**src/trbg_pkg.sv**
```systemverilog
// trbg_pkg: register map, field positions, reset values and timing counts
// assumes a 10 MHz system clock and a 32-bit classic wishbone register bus
package trbg_pkg;
   localparam int unsigned CLK_HZ                = 10_000_000;
   localparam logic [11:0] OFF_START             = 12'h000;
   localparam logic [11:0] OFF_STOP              = 12'h004;
   localparam logic [11:0] OFF_READY_FLAG        = 12'h100;
   localparam logic [11:0] OFF_AUTO_STOP         = 12'h200;
   localparam logic [11:0] OFF_IRQ_SET           = 12'h304;
   localparam logic [11:0] OFF_IRQ_CLR           = 12'h308;
   localparam logic [11:0] OFF_IRQ_STATUS        = 12'h30c;
   localparam logic [11:0] OFF_IRQ_STATUS_CLR    = 12'h310;
   localparam logic [11:0] OFF_SETTINGS          = 12'h504;
   localparam logic [11:0] OFF_OUTPUT            = 12'h508;
   localparam int unsigned BIT_FIELD             = 0;
   localparam logic [7:0]  OUTPUT_RESET          = 8'h00;
   localparam logic [15:0] LFSR_SEED             = 16'hace1;
   localparam int unsigned START_DELAY_NS        = 128_000;
   localparam int unsigned BYTE_RAW_NS           = 30_000;
   localparam int unsigned BYTE_BC_NS            = 120_000;
   localparam int unsigned START_DELAY_CYC       = START_DELAY_NS / (1_000_000_000 / CLK_HZ);
   localparam int unsigned RAW_BIT_CYC           = BYTE_RAW_NS / (1_000_000_000 / CLK_HZ) / 8;
   localparam logic [10:0] START_DELAY_CNT       = 11'(START_DELAY_CYC);
   localparam logic [8:0]  RAW_BIT_CNT           = 9'(RAW_BIT_CYC);
endpackage : trbg_pkg

```
**src/trbg_top.sv**
```systemverilog
// trbg_top: random byte generator with wishbone register slave and interrupt
// assumes a classic wishbone master on clk_i and synchronous active-high reset
// Operation
// - write 1 to start register begins generation; to stop register halts it
// - running generator produces bytes continuously, unseeded, into the output register
// - one ready event per byte written to the output register
// - corrected bits shift into an eight-bit holding register read in parallel
// - output register read-only, byte in bits 7..0, upper bits zero
// - settings bit 0 enables bias correction, slower but uniform
// - byte time varies unpredictably only with correction enabled; without it every byte takes the same time
// - auto-stop bit 0 makes each ready event trigger the stop task
// - writing 1 to enable-set bit 0 enables the ready interrupt; reads state
// - writing 1 to enable-clear bit 0 disables the ready interrupt; reads state
// - ready flag register readable and writable, bit 0 set once event occurs
// - about 128 us delay once after start before generation begins
// - without correction a byte takes about 30 us
// - with correction a byte takes about 120 us typical, unbounded
//
// The Wishbone register port was decided locally.
`timescale 1ns/1ps
module trbg_top
(
   input  wire logic        clk_i,
   input  wire logic        rst_i,
   input  wire logic        cyc_i,
   input  wire logic        stb_i,
   input  wire logic        we_i,
   input  wire logic [11:0] adr_i,
   input  wire logic [3:0]  sel_i,
   input  wire logic [31:0] dat_i,
   output logic      [31:0] dat_o,
   output logic             ack_o,
   output logic             irq_o
);
   typedef enum logic [1:0] {TRBG_IDLE, TRBG_WARMUP, TRBG_RUN} trbg_state_t;

   typedef struct packed
   {
      trbg_state_t state;
      logic [10:0] warm;
      logic [7:0]  shift;
      logic [2:0]  count;
      logic        pair_have;
      logic        pair_bit;
      logic [7:0]  value;
      logic        ready_flag;
      logic        auto_stop;
      logic        irq_en;
      logic        irq_status;
      logic        bias_en;
      logic [31:0] rdata;
      logic        ack;
      logic        irq;
   } trbg_top_t;

   trbg_top_t st;
   trbg_top_t next_st;
   logic      noise_bit;
   logic      noise_tick;
   logic      bus_wr;
   logic      lane0;
   logic      wbit;

   trbg_noise u_noise
   (
      .clk_i      (clk_i),
      .rst_i      (rst_i),
      .run_i      (st.state == TRBG_RUN),
      .bit_o      (noise_bit),
      .bit_tick_o (noise_tick)
   );

   function automatic logic [31:0] trbg_bit0(input logic b);
      trbg_bit0 = {31'h0000_0000, b};
   endfunction : trbg_bit0

   assign bus_wr = cyc_i && stb_i && we_i && !st.ack;
   assign lane0  = sel_i[0];
   assign wbit   = dat_i[trbg_pkg::BIT_FIELD] && lane0;

   always_comb
   begin
      logic take_bit;
      logic corr_bit;
      logic byte_done;
      logic do_stop;
      take_bit  = 1'b0;
      corr_bit  = 1'b0;
      byte_done = 1'b0;
      do_stop   = 1'b0;
      next_st   = st;
      next_st.ack = cyc_i && stb_i && !st.ack;

      // bias correction pairs raw bits: 01 -> 0, 10 -> 1, equal pairs dropped
      if (noise_tick && st.state == TRBG_RUN)
      begin
         if (!st.bias_en)
         begin
            take_bit = 1'b1;
            corr_bit = noise_bit;
         end
         else if (!st.pair_have)
         begin
            next_st.pair_have = 1'b1;
            next_st.pair_bit  = noise_bit;
         end
         else
         begin
            next_st.pair_have = 1'b0;
            take_bit = (st.pair_bit != noise_bit);
            corr_bit = st.pair_bit;
         end
      end

      if (take_bit)
      begin
         next_st.shift = {st.shift[6:0], corr_bit};
         next_st.count = st.count + 3'h1;
         if (st.count == 3'h7)
         begin
            byte_done     = 1'b1;
            next_st.value = {st.shift[6:0], corr_bit};
         end
      end

      unique case (st.state)
         TRBG_IDLE:
         begin
            next_st.warm = trbg_pkg::START_DELAY_CNT;
         end
         TRBG_WARMUP:
         begin
            next_st.warm = st.warm - 11'h001;
            if (st.warm == 11'h001)
            begin
               next_st.state = TRBG_RUN;
            end
         end
         TRBG_RUN:
         begin
            next_st.warm = trbg_pkg::START_DELAY_CNT;
         end
      endcase

      if (byte_done && st.auto_stop)
      begin
         do_stop = 1'b1;
      end

      if (bus_wr)
      begin
         unique case (adr_i)
            trbg_pkg::OFF_START:
            begin
               if (wbit && st.state == TRBG_IDLE)
               begin
                  next_st.state     = TRBG_WARMUP;
                  next_st.count     = 3'h0;
                  next_st.pair_have = 1'b0;
               end
            end
            trbg_pkg::OFF_STOP:
            begin
               if (wbit)
               begin
                  do_stop = 1'b1;
               end
            end
            trbg_pkg::OFF_READY_FLAG:
            begin
               if (lane0)
               begin
                  next_st.ready_flag = dat_i[trbg_pkg::BIT_FIELD];
               end
            end
            trbg_pkg::OFF_AUTO_STOP:
            begin
               if (lane0)
               begin
                  next_st.auto_stop = dat_i[trbg_pkg::BIT_FIELD];
               end
            end
            trbg_pkg::OFF_IRQ_SET:
            begin
               if (wbit)
               begin
                  next_st.irq_en = 1'b1;
               end
            end
            trbg_pkg::OFF_IRQ_CLR:
            begin
               if (wbit)
               begin
                  next_st.irq_en = 1'b0;
               end
            end
            trbg_pkg::OFF_IRQ_STATUS_CLR:
            begin
               if (wbit)
               begin
                  next_st.irq_status = 1'b0;
               end
            end
            trbg_pkg::OFF_SETTINGS:
            begin
               if (lane0)
               begin
                  next_st.bias_en = dat_i[trbg_pkg::BIT_FIELD];
               end
            end
            default:
            begin
               next_st.state = st.state;
            end
         endcase
      end

      if (do_stop)
      begin
         next_st.state     = TRBG_IDLE;
         next_st.pair_have = 1'b0;
      end

      // hardware set wins over a same-cycle software clear
      if (byte_done)
      begin
         next_st.ready_flag = 1'b1;
         next_st.irq_status = 1'b1;
      end

      unique case (adr_i)
         trbg_pkg::OFF_READY_FLAG:     next_st.rdata = trbg_bit0(st.ready_flag);
         trbg_pkg::OFF_AUTO_STOP:      next_st.rdata = trbg_bit0(st.auto_stop);
         trbg_pkg::OFF_IRQ_SET:        next_st.rdata = trbg_bit0(st.irq_en);
         trbg_pkg::OFF_IRQ_CLR:        next_st.rdata = trbg_bit0(st.irq_en);
         trbg_pkg::OFF_IRQ_STATUS:     next_st.rdata = trbg_bit0(st.irq_status);
         trbg_pkg::OFF_SETTINGS:       next_st.rdata = trbg_bit0(st.bias_en);
         trbg_pkg::OFF_OUTPUT:         next_st.rdata = {24'h00_0000, st.value};
         default:                      next_st.rdata = 32'h0000_0000;
      endcase

      next_st.irq = st.irq_en && st.ready_flag;
   end

   always_ff @(posedge clk_i)
   begin
      if (rst_i)
      begin
         st       <= '0;
         st.state <= TRBG_IDLE;
         st.value <= trbg_pkg::OUTPUT_RESET;
         st.warm  <= trbg_pkg::START_DELAY_CNT;
      end
      else
      begin
         st <= next_st;
      end
   end

   assign dat_o = st.rdata;
   assign ack_o = st.ack;
   assign irq_o = st.irq;
endmodule : trbg_top

```
**src/trbg_noise.sv**
```systemverilog
// trbg_noise: stand-in noise source, one raw bit per bit_tick_o pulse while run_i is high
// assumes clk_i at 10 MHz; bit_tick_o paces raw bits at one per 37 clocks, eight per raw byte time
`timescale 1ns/1ps
module trbg_noise
(
   input  wire logic clk_i,
   input  wire logic rst_i,
   input  wire logic run_i,
   output logic      bit_o,
   output logic      bit_tick_o
);
   typedef struct packed
   {
      logic [15:0] lfsr;
      logic [8:0]  div;
      logic        bit_q;
      logic        tick;
   } trbg_noise_t;

   trbg_noise_t st;
   trbg_noise_t next_st;

   always_comb
   begin
      next_st      = st;
      next_st.tick = 1'b0;
      next_st.lfsr = {st.lfsr[14:0], st.lfsr[15] ^ st.lfsr[13] ^ st.lfsr[12] ^ st.lfsr[10]};
      if (run_i)
      begin
         if (st.div == 9'h000)
         begin
            next_st.div   = trbg_pkg::RAW_BIT_CNT - 9'h001;
            next_st.tick  = 1'b1;
            next_st.bit_q = st.lfsr[0];
         end
         else
         begin
            next_st.div = st.div - 9'h001;
         end
      end
      else
      begin
         next_st.div = trbg_pkg::RAW_BIT_CNT - 9'h001;
      end
   end

   always_ff @(posedge clk_i)
   begin
      if (rst_i)
      begin
         st      <= '0;
         st.lfsr <= trbg_pkg::LFSR_SEED;
      end
      else
      begin
         st <= next_st;
      end
   end

   assign bit_o      = st.bit_q;
   assign bit_tick_o = st.tick;
endmodule : trbg_noise

```
**config.mk**
```make
export PLATFORM = sky130hd
export DESIGN_NAME = trbg_top
export DESIGN_NICKNAME = d
export VERILOG_FILES = /design/src/trbg_pkg.sv /design/src/trbg_top.sv /design/src/trbg_noise.sv
export SDC_FILE = /design/constraint.sdc
export NUM_CORES = 1
export LEC_CHECK = 0
export ABC_AREA = 1
export BUFFER_PORTS_ARGS = -buffer_cell sky130_fd_sc_hd__buf_4
export CELL_PAD_IN_SITES_DETAIL_PLACEMENT = 0
export CELL_PAD_IN_SITES_GLOBAL_PLACEMENT = 2
export CORE_ASPECT_RATIO = 1.25
export CORE_UTILIZATION = 33
export CTS_BUF_LIST = sky130_fd_sc_hd__clkbuf_4
export DETAILED_ROUTE_END_ITERATION = 10
export PLACE_DENSITY = 0.89
export SETUP_SLACK_MARGIN = 0.1
export SYNTH_ARGS = -nofsm -noshare
export SYNTH_HDL_FRONTEND = slang
export SYNTH_SLANG_ARGS = --single-unit
```
**constraint.sdc**
```tcl
create_clock -name clk_i -period 2.05 [get_ports clk_i]
set_input_delay 0.1025 -clock clk_i [delete_from_list [all_inputs] [get_ports clk_i]]
set_output_delay 0.1025 -clock clk_i [all_outputs]
set_load 0.01 [all_outputs]
```
[After elaboration in Yosys (flattened, before gate mapping)]
Index checks and enable logic that the tools add are counted.
Storage, ports and cells
  flip-flop bits (word level): 99
  output and inout port bits: 34
  word-level logic and storage cells: 121
Cells by class
  add/subtract/negate cells: 3
  equal/unequal tests: 17
  muxes and demuxes: 43
  bitwise operators: 5
  reduce and logical (&&, ||, !) cells: 33
Operators by type and width (count)
  == test 12 x 10 -> 1 bit (second input constant): 5
  case mux 8 bit (6 select lines): 1
  two-way mux 1 bit: 26
  == test 12 x 11 -> 1 bit (second input constant): 2
  case mux 11 bit (2 select lines): 1
  AND reduction 3 bit: 5
  == test 12 x 3 -> 1 bit (second input constant): 1
  == test 12 x 9 -> 1 bit (second input constant): 1
  logical NOT 12 bit: 1
  two-way mux 2 bit: 6
  two-way mux 4 bit: 3
  two-way mux 6 bit: 2
  nonzero test 2 bit: 6
  == test 11 x 1 -> 1 bit (second input constant): 1
  subtractor 11 x 1 -> 11 bit (second input constant): 1
  logical AND 1 bit: 9
  logical NOT 9 bit: 1
  subtractor 9 x 1 -> 9 bit (second input constant): 1
  OR reduction 2 bit: 4
  OR reduction 7 bit: 1
  two-way mux 5 bit: 1
  inequality test 2 bit (second input constant): 2
  case mux 2 bit (2 select lines): 1
  AND reduction 2 bit: 2
  14 further kinds: 17

[Depth between registers and ports, before layout]
  depth in word-level cells: 11
  gate-level depth with buffers: 10
  depth with buffers taken out: 10

[Hierarchy]
A second synthesis with hierarchy kept.
Unflattened totals
  cell total of the unflattened synthesis: 449
  area total of the unflattened synthesis: 3424.5 um2
By module, submodules not included
  trbg_top: instances 1, cells an instance 333, area an instance 2458.6 um2
  trbg_noise: instances 1, cells an instance 116, area an instance 965.9 um2

[Least setup slack after synthesis]
No wires, ideal clock.
  path type: flip-flop to flip-flop
  from: reg st[60] (netlist name)
  to: reg st[66] (netlist name)
  setup time: 0.118 ns
  data arrival time: 1.249 ns
  path slack: 0.683 ns
  stages on the path, launching flop included: 10
  path buffers: 0
  period minus slack after synthesis: 1.367 ns
  cells stage by stage: dfxtp_1 > inv_1 > ha_1 > nand2_1 > nor2_1 > inv_1 > or2_2 > nor2_1 > xnor2_1 > nor2_1
Between the ends
  longest elaborated chain between the ends: 2
RTL lines
  from (decl): line trbg_top.sv:56  | trbg_top_t st;
  from (signal assigned): line trbg_top.sv:256  | st <= next_st;
  subtractor 11 x 1 -> 11 bit: line trbg_top.sv:133  | next_st.warm = st.warm - 11'h001;
  case mux 11 bit (2 select lines): line trbg_top.sv:126  | unique case (st.state)
Every way passes these cells.
A chain may end at the register's enable or synchronous reset.

[Worst setup path in the final report]
  from: reg u_noise.st[2] (netlist name)
  to: reg u_noise.st[9] (netlist name)
Between the ends
  longest elaborated chain between the ends: 2
RTL lines
  from (decl): line trbg_noise.sv:20  | trbg_noise_t st;
  from (signal assigned): line trbg_noise.sv:56  | st <= next_st;
  branches (longest 2 deep; another with subtractor 9 x 1 -> 9 bit)
Parallel ways; which one is timed is not known.

==> impl_results.md <==
- Static leakage power: ~0.0016 uW
- Critical Path End Type: flop
- Setup repair bufs after CTS: 0
- Final worst clock skew: ~22 ps
- Top flip-flop cell by instance count after synthesis: sky130_fd_sc_hd__dfxtp_1
- CP Buf/Inv Count: 1
- Port Buffer Count: 28
- Power per cell area: 724 nW/um^2
- Largest net degree at the start of global routing: 34
- Critical-path cell with the highest stage delay: sky130_fd_sc_hd__dfxtp_1
- Shortest period the worst path allows: between 1500 and 2000 ps
- Critical Setup Path Class: flop to flop
- Clock buffer count from CTS: 9
- Number of buffers on the longest clock path: 2
- Sink Count: 75
- Via count normalized by instance count: about 4.2
- Most numerous cell on the critical path: sky130_fd_sc_hd__nor2_1
- Switching share of total power: 23.4%
- Number of remaining DRC errors: 0
- Internal portion of total power: slightly above 2000 uW
- Placer congestion estimate: 0.724
- Switching power: ~620 uW
- Largest stage delay on the critical path: between 300 and 400 ps
- Portion of the clock cycle consumed by the worst path in the final layout: 76.4%
- Wire length of the first global-routing pass: ~10 mm
- Via count: around 2,500
- Run status: finished clean
- Average cell area after synthesis: around 7.7 um^2
- Post-layout net count: roughly 510
- Cells after synthesis: 426
- Aggregate negative setup slack: 0 ps
- RSZ-0062 raised after global routing: false
- Crit-path max FO: 7
- Die height: roughly 110 um
- Number of gates resized after cts: 0
- Number of enable-type register cells in the synthesized netlist: 0
- Remaining global-route overflow: 0
- Clk Tree Root Cell: sky130_fd_sc_hd__clkbuf_4
- Fmax achieved: 638 MHz
- Remaining number of nets flagged by the antenna check after routing: 0
- Ratio of cells with drive above 1 in the final layout: 14.4%
- Critical path launch point type: flop
- Largest vdd supply drop: between 300 and 400 uV
- Area growth, synth to finish: 11.5%
- I/O pins: 87
- Number of flip-flops and latches in the synthesized netlist: between 70 and 80
- Antenna cell count: 0
- Number of max-slew violations in the final report: 0
- Data required time of the worst path: about 2400 ps
- DRT Pass-1 Iters: 4
- List of cells traversed by the critical path: inv_1, ha_1, nand2_1, nor2_1, nand2_1, nor2_1, nor2_1, nand2_1, a21o_1, nor2_1
- CTS tree: done
- Hold/Removal Path Class: input pin to flop
- Critical path arrival: 1860 ps
- Die footprint: between 10,000 and 15,000 um^2
- Pre-CTS worst setup slack: around 470 ps
- Worst skew pair latency: between 400 and 500 ps
- Count of warnings emitted by yosys: 0
- H-tree levels: 3
- Total track usage: approximately 12%
- Clock-pin slew reported for the worst setup and hold paths after clock tree synthesis: 120 ps
- Worst Slack Setup Final: between 400 and 500 ps
- Combinational share of power: 5.4%
- FILL cells: just over 1,000
- DRT Wirelength: roughly 5.6 mm
- Initial antenna violation count: 0
- Number of standard-cell rows in the floorplan: 40
- Final routed wire length divided by cell count: 9.53 um
- Placed wire-length estimate after detailed placement: between 4 and 5 mm
- Die X: between 90 and 100 um
- Relative contribution of the clock network to total power: 38.4%
- Portion of total power attributed to sequential cells: 56.3%
- Number of distinct library cells after synthesis: 36
- Initial detailed-routing violation count: 58
- Core Area: a little under 10,000 um^2
- Initial Util: around a third
- Final setup violation count: 0
- Max-cap check violation count: 0
- Combined area of all synthesized cells: 3280 um^2
- Final Hold Fails: 0
- Vias in the first global route: 2,412
- Kind of cell with the highest combined delay on the critical path: simple AND/OR/NAND/NOR gates
- Share of the yosys chip area belonging to registers: 45.7%
- Share of flip-flops with an asynchronous set or reset: 0%
==> sequential cells by signal, indices dropped and copies added (netlist names) <==
| name | count |
|---|---|
| u_noise.st | 10 |
| irq_o | 1 |
| dat_o | 8 |
| ack_o | 1 |
| u_noise.bit_tick_o | 1 |
| u_noise.next_st | 15 |
| u_noise.bit_o | 1 |
| st | 38 |
==> power groups by stage <==
stage / Combinational [uW] / Sequential [uW] / Clock (uW)
final: 143 / 1490 / 1020
after global routing: 163 / 1500 / 1140
after CTS: 145 / 1490 / 1060
after detailed placement: 140 / 1520 / 0
after global placement: 138 / 1520 / 0
after floorplan: 124 / 1520 / 0
==> routing by layer <==
| layer | GRT usage [%] | up-vias | part of all wire, % |
|---|---|---|---|
| li1 | - | 1348 | - |
| met1 | 13.3 | 1097 | 47 |
| met2 | 21.2 | 34 | 49 |
| met3 | 3.60 | 4 | 3.6 |
| met4 | 5.40 | 0 | 0.97 |
| met5 | 0 | - | 0 |
==> kinds of logic (layout without fill, tap and decap cells) <==
| kind of cell | count (synthesis) | count (layout) | synth area share, % |
|---|---|---|---|
| simple gates | 167 | 167 | 23.0 |
| buf+inv | 99 | 109 | 15.4 |
| flops | 75 | 75 | 45.7 |
| compound gates | 70 | 70 | 11.3 |
| xor+xnor | 7 | 7 | 1.87 |
| fa+ha+maj | 6 | 6 | 2.29 |
| other cells | 1 | 24 | 0.114 |
| mux | 1 | 1 | 0.305 |
==> stage by stage <==
| stage | instance area (um^2) | power (uW) | util [%] | cells | hold WS [ps] |
|---|---|---|---|---|---|
| 2_1_floorplan | 3370 | 1650 | - | 449 | 209 |
| 3_5_place_dp | 3470 | 1660 | 35.9 | 566 | 393 |
| 4_1_cts | 3660 | 2700 | 37.9 | 585 | 16.8 |
| 3_3_place_gp | 3470 | 1660 | 35.9 | 566 | 393 |
| 6_report | 3660 | 2650 | 37.9 | 585 | 46.0 |
| 5_1_grt | 3660 | 2800 | 37.9 | 585 | 39.8 |
==> worst paths after layout <==
path,from,to,slack [ps],depth (start not counted)
min,sel_i[0],st[36]$_SDFFE_PP0P_,50,3
max reg2reg,u_noise.st[2]$_SDFF_PP0_,u_noise.st[9]$_SDFF_PP0_,480,10
max,u_noise.st[2]$_SDFF_PP0_,u_noise.st[9]$_SDFF_PP0_,480,10
min reg2reg,u_noise.next_st[20]$_SDFF_PP0_,u_noise.next_st[21]$_SDFF_PP0_,400,2
==> layout by cell type, fill, tap and decap left out, types with 2 or more instances in the layout <==
cell	synthesis	routed
sky130_fd_sc_hd__or2_2	10	10
sky130_fd_sc_hd__nor2_4	2	2
sky130_fd_sc_hd__xnor2_1	4	4
sky130_fd_sc_hd__nand4_1	4	4
sky130_fd_sc_hd__xor2_1	3	3
sky130_fd_sc_hd__o21ai_0	28	28
sky130_fd_sc_hd__nand2_1	59	59
sky130_fd_sc_hd__clkinv_1	2	2
sky130_fd_sc_hd__inv_1	56	56
sky130_fd_sc_hd__conb_1	1	24
sky130_fd_sc_hd__nor2_1	58	58
sky130_fd_sc_hd__inv_2	2	2
sky130_fd_sc_hd__buf_4	32	30
sky130_fd_sc_hd__clkbuf_4	0	9
sky130_fd_sc_hd__nor3_1	11	11
sky130_fd_sc_hd__a21oi_1	32	32
sky130_fd_sc_hd__nand3_1	16	16
sky130_fd_sc_hd__bufinv_16	0	2
sky130_fd_sc_hd__a211oi_1	2	2
sky130_fd_sc_hd__dlygate4sd3_1	0	3
sky130_fd_sc_hd__clkinv_2	0	3
sky130_fd_sc_hd__clkinv_4	0	2
sky130_fd_sc_hd__ha_1	6	6
sky130_fd_sc_hd__o22ai_1	2	2
sky130_fd_sc_hd__dfxtp_1	75	75
==> synth_stat cells (2+ instances only) <==
library cell               instances  area (um^2)
sky130_fd_sc_hd__nor3_1           11         55.1
sky130_fd_sc_hd__nand4_1           4         25.0
sky130_fd_sc_hd__a211oi_1          2         15.0
sky130_fd_sc_hd__nand3_1          16         80.1
sky130_fd_sc_hd__nand2_1          59          221
sky130_fd_sc_hd__nor2_4            2         22.5
sky130_fd_sc_hd__or2_2            10         62.6
sky130_fd_sc_hd__buf_6             2         22.5
sky130_fd_sc_hd__dfxtp_1          75         1500
sky130_fd_sc_hd__clkinv_1          2         7.51
sky130_fd_sc_hd__clkbuf_1          5         18.8
sky130_fd_sc_hd__o21ai_0          28          140
sky130_fd_sc_hd__o22ai_1           2         12.5
sky130_fd_sc_hd__xor2_1            3         26.3
sky130_fd_sc_hd__buf_4            32          240
sky130_fd_sc_hd__inv_2             2         7.51
sky130_fd_sc_hd__nor2_1           58          218
sky130_fd_sc_hd__a21oi_1          32          160
sky130_fd_sc_hd__xnor2_1           4         35.0
sky130_fd_sc_hd__inv_1            56          210
sky130_fd_sc_hd__ha_1              6         75.1
==> area by class of cell <==
| class | instances | area, um^2 | area share (%) |
|---|---|---|---|
| clock buffer | 9 | 67.6 | 1.84 |
| multi-input combinational | 275 | 1360 | 37.2 |
| sequential | 75 | 1500 | 41.0 |
| clock inverter | 7 | 92.6 | 2.53 |
| timing repair buffer | 33 | 255 | 6.97 |
| tap | 126 | 158 | 4.30 |
| inverter | 60 | 225 | 6.15 |
==> timing repair <==
action,CTS,global route
hold buffers,3,0
setup endpoints to repair,0,0
endpoints found under the hold margin,3,0
==> tightest hold or removal path, cell delays in order <==
cell	delay, ps
sky130_fd_sc_hd__buf_4	120
sky130_fd_sc_hd__nand4_1	110
sky130_fd_sc_hd__a21oi_1	80
Note: power is estimated with default switching activity, not from simulation.
